## config.mk

```make
export PLATFORM = sky130hd
export DESIGN_NAME = tsc_timer_status_control
export DESIGN_NICKNAME = d
export VERILOG_FILES = /design/src/tsc_clock_path.sv /design/src/tsc_timer_status_control.sv
export SDC_FILE = /design/constraint.sdc
export NUM_CORES = 1
export LEC_CHECK = 0
export BUFFER_PORTS_ARGS = -buffer_cell sky130_fd_sc_hd__buf_2
export CORE_ASPECT_RATIO = 2
export CORE_MARGIN = 5
export CORE_UTILIZATION = 30
export DETAILED_ROUTE_END_ITERATION = 8
export GPL_TIMING_DRIVEN = 0
export HOLD_SLACK_MARGIN = 0.15
export PLACE_DENSITY = 0.52
export SYNTH_ARGS = -nofsm -noshare
export SYNTH_HDL_FRONTEND = slang
export SYNTH_SLANG_ARGS = --single-unit
```

## constraint.sdc

```tcl
create_clock -name clk -period 5 [get_ports clk]
set_input_delay 0 -clock clk [delete_from_list [all_inputs] [get_ports clk]]
set_output_delay 0 -clock clk [all_outputs]
set_load 0.01 [all_outputs]
```

## src/tsc_clock_path.sv

```systemverilog
// Package of shared constants, and the clock source select / prescaler path
`timescale 1ns/1ps

package tsc_pkg;
  // ----------------------------------------------------------------
  // Bus and register map
  // ----------------------------------------------------------------
  localparam int ADDR_W = 4;
  localparam int DATA_W = 8;
  localparam logic [ADDR_W-1:0] ADDR_STATUS_CONTROL = 4'h0;
  localparam logic [ADDR_W-1:0] ADDR_CHAN_FLAGS = 4'h1;
  localparam logic [ADDR_W-1:0] ADDR_IRQ_ENABLE = 4'h2;
  localparam logic [ADDR_W-1:0] ADDR_IRQ_STATUS = 4'h3;
  localparam logic [ADDR_W-1:0] ADDR_IRQ_CLEAR = 4'h4;
  // ----------------------------------------------------------------
  // Field positions of timer_status_control
  // ----------------------------------------------------------------
  localparam int BIT_OVF_FLAG = 7;
  localparam int BIT_OVF_IRQ_EN = 6;
  localparam int BIT_CENTER_ALIGN = 5;
  localparam int CLKSEL_HI = 4;
  localparam int CLKSEL_LO = 3;
  localparam int PRESCALE_HI = 2;
  localparam int PRESCALE_LO = 0;
  // Overflow sits at the same bit in the flag/enable/status/clear layout
  localparam int NUM_CHAN_MAX = 7;
  // ----------------------------------------------------------------
  // Reset values
  // ----------------------------------------------------------------
  localparam logic [1:0] CLKSEL_RST = 2'h0;
  localparam logic [2:0] PRESCALE_RST = 3'h0;
  localparam logic BIT_RST = 1'b0;
  localparam logic [DATA_W-1:0] RDATA_RST = 8'h00;
  localparam logic [DATA_W-1:0] UNMAPPED_RDATA = 8'h00;
  // ----------------------------------------------------------------
  // Clock source encodings
  // ----------------------------------------------------------------
  typedef enum logic [1:0] {
    TSC_SRC_OFF = 2'b00,
    TSC_SRC_BUS = 2'b01,
    TSC_SRC_FIXED = 2'b10,
    TSC_SRC_EXT = 2'b11
  } tsc_clk_src_t;
  localparam int PRESCALE_CNT_W = 7;
endpackage : tsc_pkg

module tsc_clock_path
  import tsc_pkg::*;
(
  // Clock and reset
  input wire logic clk,
  input wire logic rstn,
  // Control from the register file
  input wire logic [1:0] clockSourceSelect,
  input wire logic [2:0] prescaleSelect,
  // Clock sources
  input wire logic extClkPin,
  input wire logic fixedClkTick,
  input wire logic fixedClkActive,
  // Prescaled count enable
  output logic countTick
);
  // ----------------------------------------------------------------
  // External source synchroniser
  // ----------------------------------------------------------------
  logic [2:0] extSync_ff;
  logic extLevel_ff;
  logic [PRESCALE_CNT_W-1:0] preCnt_ff;
  wire logic extAgree = (extSync_ff[1] == extSync_ff[2]);
  wire logic extRise = extAgree && extSync_ff[2] && !extLevel_ff;
  // Fixed clock only differs from bus rate when a PLL/FLL is up
  wire logic fixedEff = fixedClkActive ? fixedClkTick : 1'b1;
  logic srcTick;
  always_comb begin
    case (tsc_clk_src_t'(clockSourceSelect))
      TSC_SRC_OFF: srcTick = 1'b0;
      TSC_SRC_BUS: srcTick = 1'b1;
      TSC_SRC_FIXED: srcTick = fixedEff;
      TSC_SRC_EXT: srcTick = extRise;
      default: srcTick = 1'b0;
    endcase
  end
  // Mask is taken straight from the register, so a new factor acts next cycle
  wire logic [PRESCALE_CNT_W-1:0] preMask =
    PRESCALE_CNT_W'((8'h01 << prescaleSelect) - 8'h01);
  wire logic preDone = ((preCnt_ff & preMask) == preMask);
  always_ff @(posedge clk or negedge rstn) begin
    if (!rstn) begin
      extSync_ff <= '0;
      extLevel_ff <= BIT_RST;
      preCnt_ff <= '0;
      countTick <= BIT_RST;
    end else begin
      extSync_ff <= {extSync_ff[1:0], extClkPin};
      if (extAgree) begin
        extLevel_ff <= extSync_ff[2];
      end
      if (srcTick) begin
        preCnt_ff <= preDone ? '0 : preCnt_ff + 1'b1;
      end
      countTick <= srcTick && preDone;
    end
  end
endmodule : tsc_clock_path

```

## src/tsc_timer_status_control.sv

```systemverilog
// Status/control register, event flags and interrupt request of the timer unit
//
// Summary of operation
// - Overflow flag sets when the counter wraps to 0x0000 past the modulo value.
// - Any flag clears only by a read while set, then a zero write; the clear register clears a flag by a one write after the read.
// - A new event between read and zero write restarts the clear sequence.
// - Writing one to the overflow flag bit leaves it unchanged.
// - Overflow interrupt enable, bit 6, gates overflow request; reset clears it.
// - Interrupt request is a level, high while an enabled flag is one.
// - The interrupt request output is active high.
// - Capture or compare events set per-channel flags; per-channel enables gate their requests.
// - Bit 5 selects center-aligned up/down PWM for all channels; reset clears.
// - Two-bit source field disables timer or picks one of three clocks.
// - External clock is synchronised to the bus clock before the prescaler.
// - Without active PLL/FLL the fixed clock equals the bus clock.
// - Three-bit prescale field picks one of eight power-of-two divisions.
// - A new prescale factor acts from the next clock after the update.
//
// Added by the designer: the address map and the strobed register port.
`timescale 1ns/1ps

module tsc_timer_status_control
  import tsc_pkg::*;
#(
  parameter int NUM_CHAN = 4
) (
  // Clock and reset
  input wire logic clk,
  input wire logic rstn,
  // Register port
  input wire logic [tsc_pkg::ADDR_W-1:0] regAddr,
  input wire logic [tsc_pkg::DATA_W-1:0] regWdata,
  input wire logic regWr,
  input wire logic regRd,
  output logic [tsc_pkg::DATA_W-1:0] regRdata,
  // Events from counter and channel datapaths
  input wire logic overflowEvent,
  input wire logic [NUM_CHAN-1:0] channelEvent,
  // Clock sources
  input wire logic extClkPin,
  input wire logic fixedClkTick,
  input wire logic fixedClkActive,
  // Controls towards the counter and channels
  output logic countTick,
  output logic centerAlignSelect,
  output logic [1:0] clockSourceSelect,
  output logic [2:0] prescaleSelect,
  // Interrupt
  output logic irq
);
  import tsc_pkg::*;

  // ----------------------------------------------------------------
  // Flag layout helpers
  // ----------------------------------------------------------------
  // Flag vector index NUM_CHAN is the overflow flag, the rest are channels.
  localparam int NFLAG = NUM_CHAN + 1;
  localparam int OVF = NUM_CHAN;

  // Place the flag vector into the common byte layout (overflow at bit 7)
  function automatic logic [DATA_W-1:0] toLayout(input logic [NFLAG-1:0] v);
    logic [DATA_W-1:0] b;
    b = '0;
    b[NUM_CHAN-1:0] = v[NUM_CHAN-1:0];
    b[BIT_OVF_FLAG] = v[OVF];
    return b;
  endfunction : toLayout

  // Pull a byte in the common layout back into the flag vector order
  function automatic logic [NFLAG-1:0] fromLayout(input logic [DATA_W-1:0] b);
    logic [NFLAG-1:0] v;
    v = '0;
    v[NUM_CHAN-1:0] = b[NUM_CHAN-1:0];
    v[OVF] = b[BIT_OVF_FLAG];
    return v;
  endfunction : fromLayout

  // Flags held by a register: overflow at the control register, channels at
  // the channel register, all of them at the status and clear registers
  function automatic logic [NFLAG-1:0] flagMask(
    input logic atSc,
    input logic atChan,
    input logic atAll
  );
    logic [NFLAG-1:0] m;
    m = '0;
    if (atSc) begin
      m[OVF] = 1'b1;
    end
    if (atChan) begin
      m[NUM_CHAN-1:0] = '1;
    end
    if (atAll) begin
      m = '1;
    end
    return m;
  endfunction : flagMask

  // ----------------------------------------------------------------
  // State
  // ----------------------------------------------------------------
  logic ovfIrqEn_ff;
  logic centerAlign_ff;
  logic [1:0] clkSel_ff;
  logic [2:0] prescale_ff;
  logic [NUM_CHAN-1:0] chanIrqEn_ff;
  logic [NFLAG-1:0] flag_ff;
  logic [NFLAG-1:0] armed_ff;
  logic [DATA_W-1:0] rdata_ff;
  logic [NFLAG-1:0] nxt_flag;
  logic [NFLAG-1:0] nxt_armed;

  // ----------------------------------------------------------------
  // Address decode
  // ----------------------------------------------------------------
  // Strobes never come together, so one decode serves reads and writes
  wire logic selSc = (regAddr == ADDR_STATUS_CONTROL);
  wire logic selChan = (regAddr == ADDR_CHAN_FLAGS);
  wire logic selEn = (regAddr == ADDR_IRQ_ENABLE);
  wire logic selStat = (regAddr == ADDR_IRQ_STATUS);
  wire logic selClr = (regAddr == ADDR_IRQ_CLEAR);

  wire logic wrSc = regWr && selSc;
  wire logic wrChan = regWr && selChan;
  wire logic wrEn = regWr && selEn;
  wire logic wrClr = regWr && selClr;

  // ----------------------------------------------------------------
  // Events and clear requests per flag
  // ----------------------------------------------------------------
  wire logic [NFLAG-1:0] eventVec = {overflowEvent, channelEvent};

  // Which flags a read of this address shows (the arming step)
  wire logic [NFLAG-1:0] readShows = flagMask(selSc, selChan, selStat);
  wire logic [NFLAG-1:0] readArm = (regRd ? readShows : '0) & flag_ff;

  // Zero-write step: a zero at the flag bit of its own register, or a one
  // in the clear register. Both still need the arming read first.
  wire logic [NFLAG-1:0] wrData = fromLayout(regWdata);
  wire logic [NFLAG-1:0] zeroWr =
    (wrSc ? ~wrData & (NFLAG'(1) << OVF) : '0) |
    (wrChan ? ~wrData & {1'b0, {NUM_CHAN{1'b1}}} : '0) |
    (wrClr ? wrData : '0);
  // Any write to the control, channel or clear register holding the flag ends the pending sequence
  wire logic [NFLAG-1:0] wrTouches = flagMask(wrSc, wrChan, wrClr);

  // ----------------------------------------------------------------
  // Two-step clear, one copy per flag
  // ----------------------------------------------------------------
  genvar gi;
  generate
    for (gi = 0; gi < NFLAG; gi++) begin : gFlag
      always_comb begin
        nxt_flag[gi] = flag_ff[gi];
        nxt_armed[gi] = armed_ff[gi];
        if (eventVec[gi]) begin
          // Set wins over a clear in the same cycle, and the read must be redone
          nxt_flag[gi] = 1'b1;
          nxt_armed[gi] = 1'b0;
        end else if (zeroWr[gi] && armed_ff[gi]) begin
          nxt_flag[gi] = 1'b0;
          nxt_armed[gi] = 1'b0;
        end else if (wrTouches[gi]) begin
          nxt_armed[gi] = 1'b0;
        end else if (readArm[gi]) begin
          nxt_armed[gi] = 1'b1;
        end
      end
    end
  endgenerate

  // ----------------------------------------------------------------
  // Read data, one cycle after the read strobe
  // ----------------------------------------------------------------
  wire logic [DATA_W-1:0] scView = {
    flag_ff[OVF], ovfIrqEn_ff, centerAlign_ff, clkSel_ff, prescale_ff};
  wire logic [DATA_W-1:0] enView =
    toLayout({ovfIrqEn_ff, chanIrqEn_ff});
  wire logic [DATA_W-1:0] chanView =
    toLayout({1'b0, flag_ff[NUM_CHAN-1:0]});
  wire logic [DATA_W-1:0] statView = toLayout(flag_ff);
  // The clear register holds no state of its own and reads as zero
  wire logic [DATA_W-1:0] readMux =
    selSc ? scView :
    selChan ? chanView :
    selEn ? enView :
    selStat ? statView :
    UNMAPPED_RDATA;

  // ----------------------------------------------------------------
  // Control register writes
  // ----------------------------------------------------------------
  wire logic [NFLAG-1:0] enWrVec = fromLayout(regWdata);
  wire logic nxt_ovfIrqEn =
    wrSc ? regWdata[BIT_OVF_IRQ_EN] :
    wrEn ? enWrVec[OVF] : ovfIrqEn_ff;
  wire logic nxt_centerAlign =
    wrSc ? regWdata[BIT_CENTER_ALIGN] : centerAlign_ff;
  wire logic [1:0] nxt_clkSel =
    wrSc ? regWdata[CLKSEL_HI:CLKSEL_LO] : clkSel_ff;
  wire logic [2:0] nxt_prescale =
    wrSc ? regWdata[PRESCALE_HI:PRESCALE_LO] : prescale_ff;
  wire logic [NUM_CHAN-1:0] nxt_chanIrqEn =
    wrEn ? enWrVec[NUM_CHAN-1:0] : chanIrqEn_ff;

  // ----------------------------------------------------------------
  // Control registers
  // ----------------------------------------------------------------
  always_ff @(posedge clk or negedge rstn) begin
    if (!rstn) begin
      ovfIrqEn_ff <= BIT_RST;
    end else begin
      ovfIrqEn_ff <= nxt_ovfIrqEn;
    end
  end

  always_ff @(posedge clk or negedge rstn) begin
    if (!rstn) begin
      centerAlign_ff <= BIT_RST;
    end else begin
      centerAlign_ff <= nxt_centerAlign;
    end
  end

  always_ff @(posedge clk or negedge rstn) begin
    if (!rstn) begin
      clkSel_ff <= CLKSEL_RST;
    end else begin
      clkSel_ff <= nxt_clkSel;
    end
  end

  // The prescaler reads this register directly, so a new factor acts next cycle
  always_ff @(posedge clk or negedge rstn) begin
    if (!rstn) begin
      prescale_ff <= PRESCALE_RST;
    end else begin
      prescale_ff <= nxt_prescale;
    end
  end

  always_ff @(posedge clk or negedge rstn) begin
    if (!rstn) begin
      chanIrqEn_ff <= '0;
    end else begin
      chanIrqEn_ff <= nxt_chanIrqEn;
    end
  end

  // ----------------------------------------------------------------
  // Flag, arming and read data registers
  // ----------------------------------------------------------------
  always_ff @(posedge clk or negedge rstn) begin
    if (!rstn) begin
      flag_ff <= '0;
    end else begin
      flag_ff <= nxt_flag;
    end
  end

  always_ff @(posedge clk or negedge rstn) begin
    if (!rstn) begin
      armed_ff <= '0;
    end else begin
      armed_ff <= nxt_armed;
    end
  end

  // Data stand only in the cycle after the read, so stale reads show zero
  always_ff @(posedge clk or negedge rstn) begin
    if (!rstn) begin
      rdata_ff <= RDATA_RST;
    end else begin
      rdata_ff <= regRd ? readMux : RDATA_RST;
    end
  end

  // ----------------------------------------------------------------
  // Interrupt request
  // ----------------------------------------------------------------
  // Static level: stays up until software clears the flag or the enable
  wire logic [NFLAG-1:0] irqEnVec = {ovfIrqEn_ff, chanIrqEn_ff};
  assign irq = |(flag_ff & irqEnVec);

  // ----------------------------------------------------------------
  // Outputs
  // ----------------------------------------------------------------
  assign regRdata = rdata_ff;
  assign centerAlignSelect = centerAlign_ff;
  assign clockSourceSelect = clkSel_ff;
  assign prescaleSelect = prescale_ff;

  // ----------------------------------------------------------------
  // Clock source selection, synchronisation and prescaler
  // ----------------------------------------------------------------
  tsc_clock_path uClockPath (
    .clk(clk),
    .rstn(rstn),
    .clockSourceSelect(clkSel_ff),
    .prescaleSelect(prescale_ff),
    .extClkPin(extClkPin),
    .fixedClkTick(fixedClkTick),
    .fixedClkActive(fixedClkActive),
    .countTick(countTick)
  );
endmodule : tsc_timer_status_control

```

==> results_dict.tcl <==
set metrics [dict create \
    maximum_number_of_pins_on_one_net_before_global_route_repair 42 \
    setup.worst_path.class "input port to flip-flop" \
    vias_per_cell 4.89 \
    wl_per_cell_um 15.5 \
    antenna_violating_nets_post_route 0 \
    yosysTopAreaCellShare_pct 53.9 \
    run_status "completed" \
    highest_fanout_seen_on_the_critical_path 10 \
    drt_pass1_iterations 4 \
    critical-path-top-delay-family "buffers and inverters" \
    timing.max_cap.violations 0 \
    cpMaxStageDelayCell "nor4_2" \
    synth_mux_area_share_pct 10.8 \
    power.total_mw 1.01 \
    power.ir.vdd_worst_v 0.000195 \
    tritoncts_num_sinks 41 \
    fraction_of_registers_with_async_set_reset_pct 100 \
    finalSetupViolations 0 \
    dieArea_mm2 0.00813 \
    worstSkewPairLatency_ps 290 \
    gp_routability_congestion 0.832 \
    dominant_combinational_cell_family_by_area_after_synthesis "compound AO/OA/AOI/OAI gates" \
    max_freq_mhz 412 \
    final_common_cell "dfrtp_1" \
    cts_made_buffers 5 \
    grt_antenna_before_repair 0 \
    finalHoldViolations 0 \
    synth.largest_area_cell "dfrtp_1" \
    rsz0062_at_grt "false" \
    cts_tree "built" \
    preCtsSetupSlack_ps 3210 \
    worst-slew-pin-transition_ps 940 \
    synthAdderAreaFrac_pct 1.31 \
    synth.top_cells.by_area "dfrtp_1 54%, mux2_2 7.7%, mux2i_1 3.2%" \
    static-leakage-power_nw 1.15 \
    cp_slowest_stage_delay_ps 620 \
    use_met3_pct 3.02 \
    row_count 41 \
    drive_above_1_share_pct 29.2 \
    global_route.usage.met2_pct 25.9 \
    drc_errors 0 \
    synth.ff_latch_count 41 \
    cp.buffers_inverters 3 \
    number_of_flops_mapped_to_enable_cells_by_yosys 0 \
    chipHeight_um 123 \
    timing.hold.worst.class "input port to flip-flop" \
    cell_by_cell_trace_of_the_critical_path "dlygate4sd3_1 > buf_2 > nor4_2 > nand2_2 > mux2i_1 > nand2_1 > a21o_1 > dlygate4sd3_1" \
    synth.yosys.seq_area_share_pct 53.9 \
    clock_tree.htree_level_count 2 \
    initial_core_util_pct 30.4 \
    ys_dominant_reg_cell "dfrtp_1" \
    finalSetupTns_ps 0 \
    timing.final.crit_share_pct 48.5 \
    global_route.usage.total_pct 13.9 \
    critical_path_required_ps 5170 \
    top_level_ports 40 \
    slew_headroom_pct 37.3 \
    power-per-cell-area_mw_per_mm2 396 \
    ctsRootBufferMaster "clkbuf_16" \
    postSynthCellCount 170 \
    crit_top_cell "dlygate4sd3_1" \
    antenna_cells 0 \
    die_wd_um 66.3 \
    clock_skew_ps 3.67 \
    start_kind "input port" \
    highest_count_cells_in_the_layout_ignoring_fill_and_taps "41 x dfrtp_1, 40 x buf_2, 19 x dlygate4sd3_1" \
    synth_compound_gate_area_share_pct 15.5 \
    most_used_layer_global_route "met2" \
    worst-endpoint-arrival_ps 2590 \
    io_buffer_count 39 \
    synth.cell_area_mm2 0.00190 \
    groute.layer.met1.usage_pct 13.7 \
    final-max-slew-violation-count 0 \
    crit_end_element "flip-flop" \
    timing.final.ws_setup_ps 2570 \
    wire_length_of_the_first_global_routing_pass_um 8410 \
    grt_pass1_vias 1687 \
    finalNetCount 261 \
    dr.first_iter.drc_count 51 \
    finalWirelength_um 4980 \
    core_region_area_mm2 0.00626 \
    globalRouteOverflowTotal 0 \
    clock_path_buffers 2 \
    avgSynthCellArea_um2 11.2 \
    synthXorXnorAreaFrac_pct 0.460 \
    period_minus_slack_ps 2430 \
    yosys.area_share.simple_pct 15.2 \
    post_syn_nets 196 \
    post_cts.resized_instances 0 \
    num_vias 1576 \
    area_delta_synth_final_pct 33.4 \
    hpwl_um 3820 \
    clk_pin_slew_worst_paths_ps 60 \
    ys_warn_count 0 \
    ys_types 46 \
]
[area by class of cell]
cell class | instances | area, µm²
Fill cell | 658 | 3720
Sequential cell | 41 | 1030
Multi-Input combinational cell | 117 | 823
Timing Repair Buffer | 58 | 385
Clock buffer | 5 | 125
Tap cell | 86 | 108
Buffer | 5 | 27.5
Inverter | 7 | 26.3
Clock inverter | 3 | 17.5
[worst min-delay path, cell delays in order]
cell and delay (ps):
buf_2 150, nor4_2 110, a21oi_1 150
[per-stage QoR]
step | utilization [%] | instances | hold slack [ps] | instance area, µm²
floorplan | - | 170 | -296 | 1900
detailed placement | 35.2 | 295 | 117 | 2210
global route | 40.6 | 322 | 196 | 2540
CTS | 40.6 | 322 | 160 | 2540
global placement | 35.2 | 295 | 111 | 2210
finish | 40.6 | 322 | 160 | 2540
[per-layer routing]
metal	vias up	routed length, µm
met5	-	0
met4	0	174
met3	14	183
met2	40	2910
met1	762	1720
li1	760	-
[Yosys cell counts, types with 4 or more instances]
library cell  instances
mux2i_1               6
nor2_1                9
mux2_2               13
dfrtp_1              41
a21o_1                5
nand2_1              16
inv_1                 7
a31oi_1               4
o21ai_0               6
o221ai_1              4
a21oi_1               5
nor3_1                7
[registers in the layout, summed over array words and instances (netlist names)]
signal                  flops
regRdata                    8
prescaleSelect              3
uClockPath.preCnt_ff        7
armed_ff                    5
centerAlignSelect           1
flag_ff                     5
ovfIrqEn_ff                 1
uClockPath.countTick        1
uClockPath.extSync_ff       3
uClockPath.extLevel_ff      1
chanIrqEn_ff                4
clockSourceSelect           2
[path summary, 6_finish.rpt]
kind | to | startpoint | cells after the start | slack, ps
max in group asynchronous | regRdata[4]$_DFF_PN0_ | rstn | 2 | 4010
max | flag_ff[4]$_DFFE_PN0P_ | regAddr[1] | 8 | 2570
min in group asynchronous | uClockPath.preCnt_ff[6]$_DFFE_PN0P_ | rstn | 2 | 380
min | regRdata[1]$_DFF_PN0_ | regAddr[2] | 3 | 160
max reg2reg | uClockPath.preCnt_ff[5]$_DFFE_PN0P_ | clockSourceSelect[1]$_DFFE_PN0N_ | 6 | 3220
min reg2reg | uClockPath.extSync_ff[1]$_DFF_PN0_ | uClockPath.extSync_ff[0]$_DFF_PN0_ | 0 | 360
[cell families (layout without fill, tap and decap cells)]
group | count (synthesis) | count (layout)
buffers and inverters | 12 | 78
flip-flops | 41 | 41
AND/OR/NAND/NOR | 54 | 54
AO/OA/AOI/OAI | 41 | 41
XOR/XNOR | 1 | 1
multiplexers | 19 | 19
adder cells (fa/ha/maj) | 2 | 2
[report_power, final]
part	internal (mW)	switching, mW
Combinational	0.115	0.128
Sequential	0.388	0.0602
Clock	0.183	0.132
[what timing repair did]
| action | 4_1_cts | 5_1_grt |
|---|---|---|
| endpoints found under the hold margin | 71 | 0 |
| setup buffers | 0 | 0 |
| endpoints found under the setup margin | 0 | 0 |
| hold buffers | 19 | 0 |
No activity file was read; power rests on OpenSTA's default activity.
